File: src/rtl/rit_pkg.sv
`default_nettype none
package rit_pkg;
  // Register byte addresses.
  localparam logic [7:0] BCC_CONFIG_OFS    = 8'h58;
  localparam logic [7:0] SPARE_A_OFS       = 8'h59;
  localparam logic [7:0] SPARE_B_OFS       = 8'h5A;
  localparam logic [7:0] PEER_ADDR_OFS     = 8'h5B;
  localparam logic [7:0] PEER_ALIAS_OFS    = 8'h5C;
  localparam logic [7:0] TGT_PHYS_0_OFS    = 8'h5D;
  localparam logic [7:0] TGT_PHYS_1_OFS    = 8'h5E;
  localparam logic [7:0] TGT_ALIAS_0_OFS   = 8'h65;
  localparam logic [7:0] TGT_ALIAS_1_OFS   = 8'h66;

  // Control register field positions.
  localparam int PASS_ALL_BIT   = 7;
  localparam int PASS_MATCH_BIT = 6;
  localparam int ACK_ALL_BIT    = 5;
  localparam int BC_ALWAYS_BIT  = 4;
  localparam int CRC_ON_BIT     = 3;
  localparam int RATE_MSB       = 2;

  // Reset values; the rate field is replaced by the strap during reset.
  localparam logic [7:0] BCC_CONFIG_RST = 8'h18;
  localparam logic [7:0] REG_RST        = 8'h00;
  localparam logic [7:0] CRC_INIT       = 8'h00;
  localparam logic [7:0] CRC_POLY       = 8'h07;

  // Back-channel rate codes.
  localparam logic [2:0] RATE_FAST = 3'h0;
  localparam logic [2:0] RATE_SLOW = 3'h1;

  // Bit-rate generator: a 5-bit phase accumulator gives both rates exactly.
  localparam int          CLK_HZ       = 10000000;
  localparam int          FAST_BPS     = 2500000;
  localparam int          SLOW_BPS     = 1562500;
  localparam int          ACC_W        = 5;
  localparam int          ACC_MOD      = 32;
  localparam logic [5:0]  INC_FAST     = 6'(FAST_BPS * ACC_MOD / CLK_HZ);
  localparam logic [5:0]  INC_SLOW     = 6'(SLOW_BPS * ACC_MOD / CLK_HZ);

  // Settling window after a rate change, in microseconds and in cycles.
  localparam int          SETTLE_US     = 1;
  localparam logic [3:0]  SETTLE_CYCLES = 4'(SETTLE_US * (CLK_HZ / 1000000));
endpackage
`default_nettype wire

File: src/rtl/rit_top.sv
// Overview of operation
// - Append back-channel CRC only when enabled.
// - Rate code 000 2.5 Mbps, 001 1.5625.
// - Rate change may briefly corrupt back channel.
// - Peer address loads from forward channel.
// - Hold bit freezes peer address at write.
// - Peer alias match remaps to peer address.
// - Zero alias disables that decoder.
// - Peer auto-ack acknowledges every peer write.
// - Target alias remaps to its physical address.
// - Forward only with pass-through and match.
// - Target index selects same-index physical address.
`default_nettype none
module rit_top
  import rit_pkg::*;
(
  input  wire logic       CLK_SYS_I,
  input  wire logic       RST_I,
  input  wire logic [2:0] STRAP_RATE_I,
  input  wire logic [7:0] REG_ADDR_I,
  input  wire logic [7:0] REG_WDATA_I,
  input  wire logic       REG_WE_I,
  input  wire logic       REG_RE_I,
  output logic      [7:0] REG_RDATA_O,
  input  wire logic       FWD_ID_VALID_I,
  input  wire logic [6:0] FWD_ID_I,
  input  wire logic       I2C_START_I,
  input  wire logic [6:0] I2C_ADDR_I,
  input  wire logic       I2C_WRITE_I,
  output logic            FWD_VALID_O,
  output logic      [6:0] FWD_ADDR_O,
  output logic            FWD_WRITE_O,
  output logic            FWD_AUTOACK_O,
  input  wire logic [7:0] BC_DATA_I,
  input  wire logic       BC_DATA_VALID_I,
  input  wire logic       BC_FRAME_END_I,
  output logic      [7:0] BC_DATA_O,
  output logic            BC_VALID_O,
  output logic            BC_BIT_TICK_O,
  output logic            BC_RATE_SETTLE_O
);

  typedef struct packed {
    logic [7:0]       bcc;
    logic [7:0]       spare_a;
    logic [7:0]       spare_b;
    logic [6:0]       peer_addr;
    logic             hold;
    logic [6:0]       peer_alias;
    logic             peer_ack;
    logic [6:0]       tphys0;
    logic [6:0]       tphys1;
    logic [6:0]       talias0;
    logic             tack0;
    logic [6:0]       talias1;
    logic             tack1;
    logic [7:0]       rdata;
    logic [ACC_W-1:0] acc;
    logic             tick;
    logic [3:0]       settle_cnt;
    logic             settle;
    logic             fwd_vld;
    logic [6:0]       fwd_addr;
    logic             fwd_wr;
    logic             fwd_ack;
    logic [7:0]       crc;
    logic [7:0]       bc_data;
    logic             bc_vld;
  } rit_state_t;

  rit_state_t state_q;
  rit_state_t state_d;

  // One CRC-8 step over a whole byte.
  function automatic logic [7:0] crc8_step(input logic [7:0] crc, input logic [7:0] data);
    logic [7:0] c;
    c = crc ^ data;
    for (int i = 0; i < 8; i++)
    begin
      c = c[7] ? ((c << 1) ^ CRC_POLY) : (c << 1);
    end
    return c;
  endfunction

  // Phase increment for a rate code; reserved codes fall back to the fast rate.
  function automatic logic [5:0] rate_inc(input logic [2:0] code);
    return (code == RATE_SLOW) ? INC_SLOW : INC_FAST;
  endfunction

  // Three decoders in priority order: peer, target 0, target 1.
  logic [6:0] dec_alias [3];
  logic [6:0] dec_phys  [3];
  logic [2:0] dec_hit;
  logic [6:0] dec_out   [3];

  assign dec_alias[0] = state_q.peer_alias;
  assign dec_alias[1] = state_q.talias0;
  assign dec_alias[2] = state_q.talias1;
  assign dec_phys[0]  = state_q.peer_addr;
  assign dec_phys[1]  = state_q.tphys0;
  assign dec_phys[2]  = state_q.tphys1;

  for (genvar g = 0; g < 3; g++)
  begin : g_dec
    rit_alias_dec u_dec (
      .addr_i  (I2C_ADDR_I),
      .alias_i (dec_alias[g]),
      .phys_i  (dec_phys[g]),
      .hit_o   (dec_hit[g]),
      .phys_o  (dec_out[g])
    );
  end

  logic       wr_peer;
  logic       wr_bcc;
  logic       bc_on;
  logic [5:0] acc_sum;

  assign wr_peer = REG_WE_I && (REG_ADDR_I == PEER_ADDR_OFS);
  assign wr_bcc  = REG_WE_I && (REG_ADDR_I == BCC_CONFIG_OFS);
  assign bc_on   = state_q.bcc[BC_ALWAYS_BIT] | state_q.bcc[PASS_MATCH_BIT] | state_q.bcc[PASS_ALL_BIT];
  assign acc_sum = {1'b0, state_q.acc} + rate_inc(state_q.bcc[RATE_MSB:0]);

  // Next-state logic for registers, address translation and back channel.
  always_comb
  begin
    state_d        = state_q;
    state_d.fwd_vld = 1'b0;
    state_d.bc_vld  = 1'b0;
    state_d.tick    = 1'b0;

    // Register writes; reserved bit 0 of the physical address registers is dropped.
    if (REG_WE_I)
      unique case (REG_ADDR_I)
        BCC_CONFIG_OFS:  state_d.bcc = REG_WDATA_I;
        SPARE_A_OFS:     state_d.spare_a = REG_WDATA_I;
        SPARE_B_OFS:     state_d.spare_b = REG_WDATA_I;
        PEER_ADDR_OFS:   {state_d.peer_addr, state_d.hold} = REG_WDATA_I;
        PEER_ALIAS_OFS:  {state_d.peer_alias, state_d.peer_ack} = REG_WDATA_I;
        TGT_PHYS_0_OFS:  state_d.tphys0 = REG_WDATA_I[7:1];
        TGT_PHYS_1_OFS:  state_d.tphys1 = REG_WDATA_I[7:1];
        TGT_ALIAS_0_OFS: {state_d.talias0, state_d.tack0} = REG_WDATA_I;
        TGT_ALIAS_1_OFS: {state_d.talias1, state_d.tack1} = REG_WDATA_I;
        default:         state_d.bcc = state_q.bcc;
      endcase

    // Peer address capture: the forward channel loads it unless held.
    // Hold freezes value: a software write in the same cycle wins.
    if (FWD_ID_VALID_I && !state_q.hold && !wr_peer)
      state_d.peer_addr = FWD_ID_I;

    // Register reads answer one cycle later; unmapped addresses read zero.
    if (REG_RE_I)
      unique case (REG_ADDR_I)
        BCC_CONFIG_OFS:  state_d.rdata = state_q.bcc;
        SPARE_A_OFS:     state_d.rdata = state_q.spare_a;
        SPARE_B_OFS:     state_d.rdata = state_q.spare_b;
        PEER_ADDR_OFS:   state_d.rdata = {state_q.peer_addr, state_q.hold};
        PEER_ALIAS_OFS:  state_d.rdata = {state_q.peer_alias, state_q.peer_ack};
        TGT_PHYS_0_OFS:  state_d.rdata = {state_q.tphys0, 1'b0};
        TGT_PHYS_1_OFS:  state_d.rdata = {state_q.tphys1, 1'b0};
        TGT_ALIAS_0_OFS: state_d.rdata = {state_q.talias0, state_q.tack0};
        TGT_ALIAS_1_OFS: state_d.rdata = {state_q.talias1, state_q.tack1};
        default:         state_d.rdata = REG_RST;
      endcase

    // Pass-through gate: nothing leaves without the enable and a hit.
    // No match, no forward: an address outside every alias is dropped.
    if (I2C_START_I && state_q.bcc[PASS_MATCH_BIT] && (dec_hit != 3'b000))
    begin
      state_d.fwd_vld = 1'b1;
      state_d.fwd_wr  = I2C_WRITE_I;
      // Peer alias remap takes priority over the target decoders.
      // Target remap: each target carries its own physical address.
      // Same-index lookup ties alias n to physical address n.
      // Forced ack: entry auto-ack or the ack-all bit.
      if (dec_hit[0])
      begin
        state_d.fwd_addr = dec_out[0];
        state_d.fwd_ack  = I2C_WRITE_I && (state_q.peer_ack || state_q.bcc[ACK_ALL_BIT]);
      end
      else if (dec_hit[1])
      begin
        state_d.fwd_addr = dec_out[1];
        state_d.fwd_ack  = I2C_WRITE_I && (state_q.tack0 || state_q.bcc[ACK_ALL_BIT]);
      end
      else
      begin
        state_d.fwd_addr = dec_out[2];
        state_d.fwd_ack  = I2C_WRITE_I && (state_q.tack1 || state_q.bcc[ACK_ALL_BIT]);
      end
    end

    // Bit-rate tick: the accumulator overflow marks each back-channel bit.
    if (bc_on)
    begin
      state_d.acc  = acc_sum[ACC_W-1:0];
      state_d.tick = acc_sum[ACC_W];
    end

    // Settling window: flags the brief error period after a rate change.
    if (wr_bcc && (REG_WDATA_I[RATE_MSB:0] != state_q.bcc[RATE_MSB:0]))
    begin
      state_d.settle_cnt = SETTLE_CYCLES;
      state_d.settle     = 1'b1;
    end
    else if (state_q.settle_cnt != 4'h0)
    begin
      state_d.settle_cnt = state_q.settle_cnt - 4'h1;
      state_d.settle     = (state_q.settle_cnt != 4'h1);
    end

    // CRC on frames: the byte is appended at frame end only when enabled.
    if (BC_DATA_VALID_I)
    begin
      state_d.bc_data = BC_DATA_I;
      state_d.bc_vld  = 1'b1;
      state_d.crc     = crc8_step(state_q.crc, BC_DATA_I);
    end
    else if (BC_FRAME_END_I)
    begin
      state_d.crc = CRC_INIT;
      if (state_q.bcc[CRC_ON_BIT])
      begin
        state_d.bc_data = state_q.crc;
        state_d.bc_vld  = 1'b1;
      end
    end
  end

  // State register; the rate strap is sampled while reset is held.
  always_ff @(posedge CLK_SYS_I)
  begin
    if (RST_I)
    begin
      state_q     <= '0;
      state_q.bcc <= {BCC_CONFIG_RST[7:3], STRAP_RATE_I};
      state_q.crc <= CRC_INIT;
    end
    else
    begin
      state_q <= state_d;
    end
  end

  assign REG_RDATA_O      = state_q.rdata;
  assign FWD_VALID_O      = state_q.fwd_vld;
  assign FWD_ADDR_O       = state_q.fwd_addr;
  assign FWD_WRITE_O      = state_q.fwd_wr;
  assign FWD_AUTOACK_O    = state_q.fwd_ack;
  assign BC_DATA_O        = state_q.bc_data;
  assign BC_VALID_O       = state_q.bc_vld;
  assign BC_BIT_TICK_O    = state_q.tick;
  assign BC_RATE_SETTLE_O = state_q.settle;
endmodule
`default_nettype wire

File: src/rtl/rit_alias_dec.sv
`default_nettype none
module rit_alias_dec
  import rit_pkg::*;
(
  input  wire logic [6:0] addr_i,
  input  wire logic [6:0] alias_i,
  input  wire logic [6:0] phys_i,
  output logic            hit_o,
  output logic [6:0]      phys_o
);
  // Zero alias disables: address zero never matches here.
  assign hit_o  = (alias_i != 7'h00) && (addr_i == alias_i);
  assign phys_o = phys_i;
endmodule
`default_nettype wire

File: config.mk
export PLATFORM = sky130hd
export DESIGN_NAME = rit_top
export DESIGN_NICKNAME = d
export VERILOG_FILES = /design/src/rtl/rit_pkg.sv /design/src/rtl/rit_top.sv /design/src/rtl/rit_alias_dec.sv
export SDC_FILE = /design/constraint.sdc
export NUM_CORES = 1
export LEC_CHECK = 0
export BUFFER_PORTS_ARGS = -buffer_cell sky130_fd_sc_hd__buf_2
export CORE_ASPECT_RATIO = 1.1
export CORE_UTILIZATION = 63
export DETAILED_ROUTE_END_ITERATION = 16
export PLACE_DENSITY_LB_ADDON = 0.25
export SYNTH_ARGS = -nofsm -noshare
export SYNTH_HDL_FRONTEND = slang
export SYNTH_HIERARCHICAL = 1
export SYNTH_SLANG_ARGS = --single-unit
File: constraint.sdc
create_clock -name CLK_SYS_I -period 6.1 [get_ports CLK_SYS_I]
set_clock_uncertainty 0.15 [all_clocks]
set_input_delay 0.61 -clock CLK_SYS_I [delete_from_list [all_inputs] [get_ports CLK_SYS_I]]
set_output_delay 0.61 -clock CLK_SYS_I [all_outputs]
set_load 0.02 [all_outputs]
* Yosys cells after proc, flatten, opt, wreduce, memory -nomap -nowiden
Index checks and enable logic that the tools add are counted.
** Cells by class
- Reductions and logical operators :: 44
- $add $sub $neg :: 2
- Muxes and demuxes :: 34
- Bitwise gates (word level) :: 12
- Equality and inequality tests :: 15
** Operators by type and width (count)
- $mux 111 :: 1
- $eq 8x7->1 const B :: 9
- $pmux 8 s9 :: 1
- $mux 65 :: 1
- $mux 8 :: 7
- $mux 7 :: 5
- $mux 17 :: 2
- $mux 3 :: 9
- $not 3->3 :: 8
- $reduce_and 2->1 :: 12
- $eq 7x7->1 :: 3
- $reduce_bool 7->1 :: 3
- $reduce_bool 2->1 :: 7
- $logic_and 1x1->1 :: 13
- $mux 10 :: 1
- $mux 5 :: 2
- $mux 9 :: 1
- $xor 8x8->8 :: 1
- $add 5x4->6 :: 1
- $mux 6 :: 1
- $mux 4 :: 1
- $ne 4x1->1 const B :: 1
- $reduce_bool 4->1 :: 1
- $reduce_or 2->1 :: 2
- other kinds (9) :: 14
** Word-level totals
- Input port bits :: 50
- Bits in registers :: 116
- Output and inout bits :: 29

* Longest topological paths before layout
Gate-level depths: netlist of the first run.
- Depth in word-level cells :: 19
- Depth in mapped cells :: 9
- Gate-level depth less buffers :: 9

* Hierarchy
Netlist of the first run, hierarchy kept.
** By module, submodules not included
- rit_top :: area an instance 5881.9 sq um, seq. area each 2352.3 sq um, times used 1, cells an instance 676
- rit_alias_dec :: area an instance 148.9 sq um, seq. area each 0.0 sq um, times used 3, cells an instance 19

* Least setup slack after synthesis of the first run
OpenSTA, ideal clock, no wires.
- Path type :: input port to flip-flop
- Start :: input I2C_ADDR_I[6]
- End :: register state_q (netlist bit FWD_AUTOACK_O)
- Stages on the path :: 7
- Path slack :: 3.600 ns
- Library setup time :: 0.132 ns
- Data arrival time :: 2.218 ns
- Data required time :: 5.818 ns
- Buffers on the path :: 1
- Cells stage by stage :: a211o_1 -> a2111oi_2 -> buf_2 -> mux2_2 -> mux2_2 -> o211ai_1 -> a21oi_1
** On the way
- Cells in the longest elaborated chain, start to end :: 4
- Elaborated cells on any way between the ends :: 10
- Those cells by class :: eq/ne (3); mux (2); reduce/logical (5)
** RTL lines
- start, declared :: RTL line rit_top.sv:28 : input wire logic [6:0] I2C_ADDR_I,
- $eq 7x7->1 * :: RTL line rit_alias_dec.sv:12 : assign hit_o = (alias_i != 7'h00) && (addr_i == alias_i);
- $logic_and 1x1->1 * :: RTL line rit_alias_dec.sv:12
- net dec_hit[1] :: RTL line rit_top.sv:93 : logic [2:0] dec_hit;
- $mux 1 or $reduce_bool 3->1 (tied branches) :: RTL line rit_top.sv:182, rit_top.sv:169
- $mux 1 or $logic_and 1x1->1 (tied branches) :: RTL line rit_top.sv:177, rit_top.sv:169
- end signal, assigned :: RTL line rit_top.sv:242 : state_q <= state_d;
- end, declared :: RTL line rit_top.sv:71 : rit_state_t state_q;
The timed path passes the listed nets; every way through them passes the cells marked *.
A chain may end at the register's enable or synchronous reset.

* Worst setup path after layout of the first run
- Start :: register state_q (netlist bit dec_alias[12])
- End :: register state_q (netlist bit FWD_AUTOACK_O)
** On the way
- Cells in the longest elaborated chain, start to end :: 4
- Elaborated cells on any way between the ends :: 7
- Those cells by class :: eq/ne (1); mux (2); reduce/logical (4)
** RTL lines (RTL line)
- $eq 7x7->1 or $reduce_bool 7->1 (tied branches) :: rit_alias_dec.sv:12
- $logic_and 1x1->1 * :: rit_alias_dec.sv:12
- net dec_hit[1] :: rit_top.sv:93
- $mux 1 or $reduce_bool 3->1 (tied branches) :: rit_top.sv:182, rit_top.sv:169
- $mux 1 or $logic_and 1x1->1 (tied branches) :: rit_top.sv:177, rit_top.sv:169
Marked as above.

==> flow_metrics.py, run 1 <==
metrics = {
    "critical_path": {
        "crit_slowest_cell": "dfxtp_1",
        "path_depth": 8,
        "endpoint": "FWD_AUTOACK_O",
        "cpMostUsedCell": "mux2_2",
        "end_kind": "flop",
        "cp-start-kind": "flop",
        "cp_top_family": "compound AO/OA/AOI/OAI gates",
        "crit_buf_inv": 1,
        "reg2reg_slack_ns": 3.50,
        "cp_cell_sequence": "nor4_1 -> a211o_1 -> a2111oi_2 -> buf_4 -> mux2_2 -> mux2_2 -> o211ai_1 -> a21oi_1",
        "cpPeakStageDelay_ns": 0.41,
        "critPathMaxFanout": 10,
        "crit_type": "flop to flop",
        "arrival_ns": 2.80,
        "startpoint": "dec_alias[12]",
        "crit_required_ns": 6.30,
        "reg2reg_depth": 8,
        "r2r-end": "FWD_AUTOACK_O",
        "r2r-start": "dec_alias[12]",
    },
    "logic_synthesis": {
        "syn_inst": 733,
        "synth.distinct_cells": 64,
        "ys.flop_type": "dfxtp_1",
        "synthArstFlopShare_pct": 0,
        "synth_top_area_share_pct": 35.7,
        "yosysWarnings": 6,
        "synth_area_um2": 6330,
        "synth_nets": 787,
        "synth_area_leaders": "dfxtp_1 36%, mux2i_1 9.2%, buf_4 5.5%",
        "ys_seq_area_share_pct": 37.2,
        "synth.largest_area_cell": "dfxtp_1",
        "ys_ff_latch": 116,
        "synth-edff-count": 3,
        "synth.avg_cell_area_um2": 8.63,
    },
    "min_path": {
        "hold_path.class": "input pin to flop",
        "holdPathStages": 3,
    },
    "die": {
        "die_h_um": 107,
        "start_util_pct": 64.6,
        "die_x_um": 97.6,
        "pin_count": 79,
        "num_rows": 38,
        "core-area_um2": 9790,
        "die-area_um2": 10500,
    },
    "run": {
        "maxCapViolations": 0,
    },
    "route": {
        "drt_pass1_iterations": 5,
        "vias": 5514,
        "drt_iter0_drc": 585,
        "drt-total-wl_um": 16200,
        "routedWlPerCell_um": 18.6,
        "ant_nets": 0,
        "remaining_drc_errors": 0,
        "avgViaCountPerCell": 6.32,
    },
    "final_layout": {
        "finalNetCount": 794,
        "areaGrowthSynthToFinish_pct": 7.69,
        "fillers": 798,
        "mostFrequentLayoutCells": "113 x dfxtp_1, 83 x nor2_1, 83 x nand2_1",
        "drive_gt1_share_pct": 19.3,
        "n_antenna_cell": 0,
        "final_common_cell": "dfxtp_1",
    },
    "timing": {
        "setup_violations": 0,
        "grt_setup_unrepaired": "false",
        "final.setup.tns_ns": 0,
        "post-route-min-period_ns": 2.60,
        "tightestPinTransition_ns": 1.19,
        "maxClockFrequency_mhz": 385,
        "slew_violations": 0,
        "hold_viol": 0,
        "max_slew_margin_pct": 20.6,
        "min_period_over_period_pct": 42.6,
    },
    "global_route": {
        "grt_max_degree": 123,
        "busiest_layer": "met2",
        "met3_usage_pct": 6.26,
        "overflow": 0,
        "use_met1_pct": 39.5,
        "grt_pass1_vias": 5015,
        "grt_pass1_wl_um": 25300,
        "track_usage_pct": 31.1,
        "gr-usage-met2_pct": 49.2,
        "antenna_found_initial": 0,
    },
    "clock_network": {
        "clockBufferDepth": 2,
        "clk_latency_ns": 0.52,
        "htree_levels": 4,
        "root_buffer": "clkbuf_8",
        "ctsHoldBuffers": 0,
        "cts.sinks": 116,
        "post_cts_buffers": 0,
        "cts_inserted_buffers": 17,
        "post_cts_resized": 0,
        "cts_tree": "yes",
        "path_clk_slew_ns": 0.06,
    },
    "status": {
        "outcome": "completed",
    },
    "place": {
        "gp_congestion": 0.986,
        "dpl.hpwl_um": 11100,
        "numPortBuffers": 78,
    },
    "pwr": {
        "p_leak_nw": 2.74,
        "vdd_drop_max_uv": 214,
        "pwr_density_cell_nw_per_um2": 294,
        "power_mw": 2.01,
    },
}
==> where the power goes <==
| group | switching, mW | internal (mW) | total, mW |
|---|---|---|---|
| Combinational | 0.169 | 0.138 | 0.306 |
| Sequential | 0.0342 | 0.796 | 0.830 |
| Clock | 0.346 | 0.523 | 0.868 |
| Total | 0.549 | 1.46 | 2.01 |
==> sequential cells by signal, summed over array words and instances, names as in the netlist <==
| signal | flops |
|---|---|
| FWD_AUTOACK_O | 1 |
| BC_DATA_O | 8 |
| FWD_VALID_O | 1 |
| FWD_ADDR_O | 7 |
| dec_alias | 21 |
| dec_phys | 21 |
| state_q | 45 |
| BC_VALID_O | 1 |
| BC_RATE_SETTLE_O | 1 |
| BC_BIT_TICK_O | 1 |
| FWD_WRITE_O | 1 |
| REG_RDATA_O | 8 |
==> per-layer routing <==
metal / wire length [µm] / share of wire, %
met5: 0 / 0
met4: 757 / 4.7
met3: 1360 / 8.4
met2: 7560 / 47
met1: 6510 / 40
==> kinds of logic after synthesis <==
group	count (synthesis)	share of synthesized area [%]
compound gates	157	16.1
xor+xnor	44	6.33
mux	69	11.3
fa+ha+maj	4	0.791
buf+inv	96	9.55
flops	116	37.2
simple gates	247	18.8
==> stage by stage <==
step / utilization [%] / std cells / setup WS, ns / instance area [µm²] / hold WS [ns]
final: 69.6 / 872 / 3.50 / 6820 / 0.191
after global routing: 69.6 / 872 / 3.41 / 6820 / 0.210
after CTS: 69.6 / 872 / 3.52 / 6820 / 0.188
after detailed placement: 64.3 / 841 / 3.32 / 6300 / 0.293
after global placement: 64.3 / 841 / 3.40 / 6300 / 0.291
after floorplan: - / 733 / 3.60 / 6330 / 0.276
==> final cells by class <==
type                            instances  area (µm²)  area share, %
Multi-Input combinational cell        521        3370           49.5
Sequential cell                       116        2350           34.5
Clock buffer                           21         459           6.74
Timing Repair Buffer                   80         408           5.98
Tap cell                              120         150           2.20
Clock inverter                         10        58.8          0.863
Inverter                                4        15.0          0.220
==> worst min-delay path by stage <==
stage / start / end / slack [ns]
after floorplan: REG_RDATA_O[0] / REG_RDATA_O[0] / 0.28
after global placement: FWD_ADDR_O[4] / FWD_ADDR_O[4] / 0.29
after detailed placement: REG_RDATA_O[0] / REG_RDATA_O[0] / 0.29
after CTS: BC_DATA_I[6] / BC_DATA_O[6] / 0.19
after global routing: I2C_WRITE_I / FWD_WRITE_O / 0.21
final: BC_DATA_I[6] / BC_DATA_O[6] / 0.19
==> cells in the mapped netlist (all sizes together), types with 10 or more instances <==
library cell  instances
a21oi                59
buf                  57
clkbuf               35
dfxtp               113
mux2                 10
mux2i                58
nand2                84
nand3                25
nor2                 83
o21ai                33
xnor2                31
xor2                 13
==> tightest hold or removal path: cells and delay by family <==
family	cells	cell delay (ns)
AOI/OAI and AO/OA	1	0.06
buffers and inverters	1	0.10
and+or+nand+nor	1	0.07
No activity file was read; power rests on OpenSTA's default activity.
==> inputs of run 2 (changes only) <==
CORE_UTILIZATION = 59   (was 63)
clock period = 2.67 ns   (was 6.1 ns; I/O delays follow)
==> run 2 against run 1 <==
Effect of this change: power is 140% higher; register-to-register slack worse by 3.3 ns; die area is 6.6% higher; first-iteration DRC count is 6.7% higher; non-clock buffer count is 19 higher; sequential share of layout area is 1.2 points lower; largest power group unchanged.
==> flow_metrics.py, run 2 (synthesized netlist as in run 1, its figures left out) <==
metrics = {
    "status": {
        "outcome": "completed",
    },
    "final_layout": {
        "fin_area_um2": 7070,
        "mostFrequentLayoutCells": "113 x dfxtp_1, 83 x nor2_1, 83 x nand2_1",
        "n_antenna_cell": 0,
        "drive_gt1_share_pct": 20.0,
        "regMostFlops": "state_q",
        "areaGrowthSynthToFinish_pct": 11.7,
        "largest_reg_flops": 45,
        "final_common_cell": "dfxtp_1",
        "final_cells": 914,
        "finalNetCount": 813,
    },
    "timing": {
        "setup_violations": 0,
        "post-route-min-period_ns": 2.44,
        "slew_violations": 0,
        "final.setup.tns_ns": 0,
        "maxClockFrequency_mhz": 410,
        "tightestPinTransition_ns": 0.776,
        "hold_viol": 0,
        "max_slew_margin_pct": 48.2,
        "min_period_over_period_pct": 91.4,
        "grt_setup_unrepaired": "false",
    },
    "die": {
        "pin_count": 79,
        "die-area_um2": 11100,
        "die_h_um": 111,
        "start_util_pct": 60.9,
        "die_x_um": 101,
        "core-area_um2": 10400,
        "num_rows": 39,
    },
    "place": {
        "gp_congestion": 0.952,
        "numPortBuffers": 78,
        "dpl.cell_count": 874,
        "detailed_place.area_um2": 6410,
        "dpl.hpwl_um": 12100,
    },
    "clock_network": {
        "root_buffer": "clkbuf_16",
        "cts_tree": "yes",
        "clockBufferDepth": 2,
        "htree_levels": 4,
        "cts_inserted_buffers": 17,
        "cts.sinks": 116,
        "clk_latency_ns": 0.41,
        "path_clk_slew_ns": 0.05,
    },
    "pwr": {
        "p_leak_nw": 2.85,
        "power_mw": 4.79,
        "vdd_drop_max_uv": 697,
        "pwr_density_cell_nw_per_um2": 678,
    },
    "critical_path": {
        "cp-start-kind": "flop",
        "r2r-end": "FWD_AUTOACK_O",
        "crit_type": "flop to flop",
        "cpPeakStageDelay_ns": 0.45,
        "cp_cell_sequence": "nor4_1 -> a211o_1 -> a2111oi_2 -> buf_4 -> o311a_1 -> o211ai_1 -> a21oi_1",
        "end_kind": "flop",
        "reg2reg_depth": 7,
        "critPathMaxFanout": 9,
        "arrival_ns": 2.62,
        "r2r-start": "dec_alias[7]",
        "crit_required_ns": 2.85,
        "reg2reg_slack_ns": 0.23,
        "crit_slowest_cell": "a2111oi_2",
    },
    "route": {
        "routedWlPerCell_um": 19.4,
        "avgViaCountPerCell": 6.00,
        "remaining_drc_errors": 0,
        "drt-total-wl_um": 17700,
        "vias": 5484,
        "drt_pass1_iterations": 6,
        "drt_iter0_drc": 624,
        "ant_nets": 0,
    },
    "run": {
        "maxCapViolations": 0,
    },
    "global_route": {
        "antenna_found_initial": 0,
        "grt_max_degree": 122,
        "grt_pass1_vias": 5266,
        "overflow": 0,
        "track_usage_pct": 32.9,
        "grt_pass1_wl_um": 27800,
    },
    "min_path": {
        "hold_path.class": "input pin to flop",
        "worstHoldEndpoint": "BC_DATA_O[3]",
        "holdPathStages": 3,
        "hp-start": "BC_DATA_I[3]",
    },
}
[run 2: cell types whose count changed in the layout (fill, tap and decap cells not counted), sizes merged]
cell / change
clkbuf: +1
dlygate4sd3: +9
clkinv: -3
bufinv: +1
clkinvlp: +1
buf: +10
[run 2: where the power goes]
group	internal, mW	total (mW)	leakage, nW	switching (mW)
clock	1.37	2.15	0.273	0.784
sequential	1.82	1.89	0.945	0.0756
combinational	0.332	0.745	1.63	0.413
[run 2: what timing repair did]
| item | 4_1_cts | 5_1_grt |
|---|---|---|
| resized for setup | 0 | 0 |
| hold buffers | 9 | 0 |
| buffers inserted | 0 | 0 |
| endpoints found under the hold margin | 9 | 0 |
[run 2: through the flow]
step	worst slack, ns	hold slack, ns	utilization, %
floorplan	0.295	0.253	-
global placement	0.266	0.282	61.7
detailed placement	0.237	0.287	61.7
CTS	0.260	0.00198	68.0
global route	0.124	0.0324	68.0
finish	0.228	0.00767	68.0
[run 2: layer usage]
layer,GRT usage (%),vias to the layer above,part of all wire (%)
met5,0,-,0
met4,15.7,0,3.7
met3,7.47,56,7.5
met2,52.0,276,47
met1,42.2,2568,42
li1,-,2584,-
[run 2: cell type report]
| type | count | area [µm²] |
|---|---|---|
| Fill cell | 865 | 3330 |
| Inverter | 4 | 15.0 |
| Timing Repair Buffer | 99 | 586 |
| Multi-Input combinational cell | 521 | 3370 |
| Clock buffer | 22 | 485 |
| Clock inverter | 9 | 77.6 |
| Tap cell | 143 | 179 |
| Sequential cell | 116 | 2350 |
[run 2: how the worst max path moves through the flow]
stage	from	depth (start not counted)	to	slack, ns
2_1_floorplan	dec_alias[7]	8	FWD_AUTOACK_O	0.30
3_3_place_gp	dec_alias[7]	7	FWD_AUTOACK_O	0.27
3_5_place_dp	dec_alias[12]	7	FWD_AUTOACK_O	0.24
4_1_cts	dec_alias[12]	7	FWD_AUTOACK_O	0.26
5_1_grt	dec_alias[18]	6	FWD_AUTOACK_O	0.12
6_report	dec_alias[7]	7	FWD_AUTOACK_O	0.23
[run 2: critical path, delay by kind of cell (launching register included)]
kind            cells  cell delay (ns)
buf+inv             1             0.29
compound gates      5             1.44
simple gates        1             0.09
flops               1             0.39
==> inputs of run 3 (changes only) <==
GPL_TIMING_DRIVEN = 0   (was default)
==> run 3 against run 2 <==
Effect of this change: via count increased by 6.7%; critical path type unchanged; sequential cell count unchanged; die area is the same.
==> flow_metrics.py, run 3 (synthesized netlist as in run 1, its figures left out) <==
metrics = {
    "clock_network": {
        "htree_levels": 4,
        "cts_tree": "yes",
        "cts.sinks": 116,
        "cts_inserted_buffers": 17,
        "path_clk_slew_ns": 0.05,
        "clk_latency_ns": 0.41,
        "root_buffer": "clkbuf_16",
        "clockBufferDepth": 2,
    },
    "pwr": {
        "pwr_density_cell_nw_per_um2": 621,
        "power_mw": 4.64,
        "p_leak_nw": 3.09,
        "vdd_drop_max_uv": 654,
    },
    "timing": {
        "maxClockFrequency_mhz": 397,
        "tightestPinTransition_ns": 0.802,
        "post-route-min-period_ns": 2.52,
        "max_slew_margin_pct": 46.5,
        "final.setup.tns_ns": 0,
        "setup_violations": 0,
        "min_period_over_period_pct": 94.4,
        "slew_violations": 0,
        "hold_viol": 0,
        "grt_setup_unrepaired": "false",
    },
    "critical_path": {
        "cpPeakStageDelay_ns": 0.62,
        "r2r-start": "dec_alias[1]",
        "crit_slowest_cell": "a2111oi_2",
        "reg2reg_slack_ns": 0.15,
        "crit_required_ns": 2.86,
        "crit_buf_inv": 1,
        "crit_type": "flop to flop",
        "arrival_ns": 2.70,
        "cp_top_family": "compound AO/OA/AOI/OAI gates",
        "reg2reg_depth": 7,
        "critPathMaxFanout": 9,
        "end_kind": "flop",
        "r2r-end": "FWD_AUTOACK_O",
        "cp-start-kind": "flop",
        "cp_cell_sequence": "nor4_1 -> a211o_1 -> a2111oi_2 -> o311a_1 -> clkbuf_1 -> o211ai_1 -> a21oi_1",
    },
    "die": {
        "die_h_um": 111,
        "core-area_um2": 10400,
        "die-area_um2": 11100,
        "start_util_pct": 60.9,
        "die_x_um": 101,
        "num_rows": 39,
        "pin_count": 79,
    },
    "route": {
        "drt_iter0_drc": 459,
        "routedWlPerCell_um": 19.1,
        "drt_pass1_iterations": 9,
        "vias": 5854,
        "remaining_drc_errors": 0,
        "drt-total-wl_um": 18800,
        "ant_nets": 0,
        "avgViaCountPerCell": 5.95,
    },
    "min_path": {
        "hp-start": "BC_DATA_I[3]",
        "hold_path.class": "input pin to flop",
        "holdPathStages": 3,
        "worstHoldEndpoint": "BC_DATA_O[3]",
    },
    "status": {
        "outcome": "completed",
    },
    "final_layout": {
        "final_common_cell": "dfxtp_1",
        "mostFrequentLayoutCells": "112 x dfxtp_1, 83 x nor2_1, 83 x nand2_1",
        "fin_area_um2": 7470,
        "n_antenna_cell": 0,
        "drive_gt1_share_pct": 22.7,
        "postLayoutCoreUtil_pct": 71.9,
        "largest_reg_flops": 45,
        "regMostFlops": "state_q",
        "finalNetCount": 885,
        "areaGrowthSynthToFinish_pct": 18.0,
        "fillers": 783,
    },
    "global_route": {
        "track_usage_pct": 35.2,
        "grt_pass1_vias": 5757,
        "grt_pass1_wl_um": 29700,
        "overflow": 0,
        "grt_max_degree": 17,
        "antenna_found_initial": 0,
    },
    "place": {
        "dpl.hpwl_um": 13400,
        "numPortBuffers": 68,
        "detailed_place.area_um2": 6850,
        "gp_congestion": 0.999,
    },
    "run": {
        "maxCapViolations": 0,
    },
}
## run 3: worst register-to-register path, cell delays in order, from the launching register on
cell	delay, ns
dfxtp_1	0.43
nor4_1	0.09
a211o_1	0.31
a2111oi_2	0.62
o311a_1	0.22
clkbuf_1	0.31
o211ai_1	0.16
a21oi_1	0.15
## run 3: per-stage QoR
step                      std cells  worst slack (ns)  hold slack [ns]
after floorplan                 733             0.295            0.253
after CTS                       984            0.0676          0.00318
after global placement          944           -0.0443            0.286
final                           984             0.151          0.00624
after global routing            984           0.00141           0.0276
after detailed placement        944           -0.0946            0.297
## run 3: how the worst max path moves through the flow
stage                       start  cells after the start       endpoint  slack (ns)
floorplan            dec_alias[7]                      8  FWD_AUTOACK_O        0.30
global placement     dec_alias[7]                      8  FWD_AUTOACK_O       -0.04
detailed placement   dec_alias[7]                      8  FWD_AUTOACK_O       -0.09
CTS                 dec_alias[18]                      8  FWD_AUTOACK_O        0.07
global route        dec_alias[18]                      9  FWD_ADDR_O[6]       0.001
finish               dec_alias[1]                      7  FWD_AUTOACK_O        0.15
## run 3: what timing repair did
item                       in CTS  in global routing
hold buffers                    8                  0
hold endpoints to repair        8                  0
setup buffers                   3                  0
resized for setup               1                  3
setup endpoints to repair       1                  9
## run 3: cell type report
cell class	count	area (µm²)	share of cell area [%]
Sequential cell	116	2350	31.5
Timing Repair Buffer	79	455	6.10
Clock buffer	23	468	6.27
Inverter	4	15.0	0.201
Tap cell	143	179	2.40
Buffer	92	593	7.94
Multi-Input combinational cell	521	3370	45.1
Clock inverter	6	32.5	0.436
## run 3: power breakdown
part	internal (mW)	total (mW)	switching [mW]
registers	1.82	1.90	0.0767
clock network	1.21	1.97	0.760
logic	0.354	0.778	0.425
## run 3: routing by layer
metal,vias to the layer above,wire (µm),track usage [%]
met4,0,796,18.2
met3,60,1400,7.97
li1,2735,-,-
met2,248,9070,56.9
met5,-,0,0
met1,2811,7550,43.3
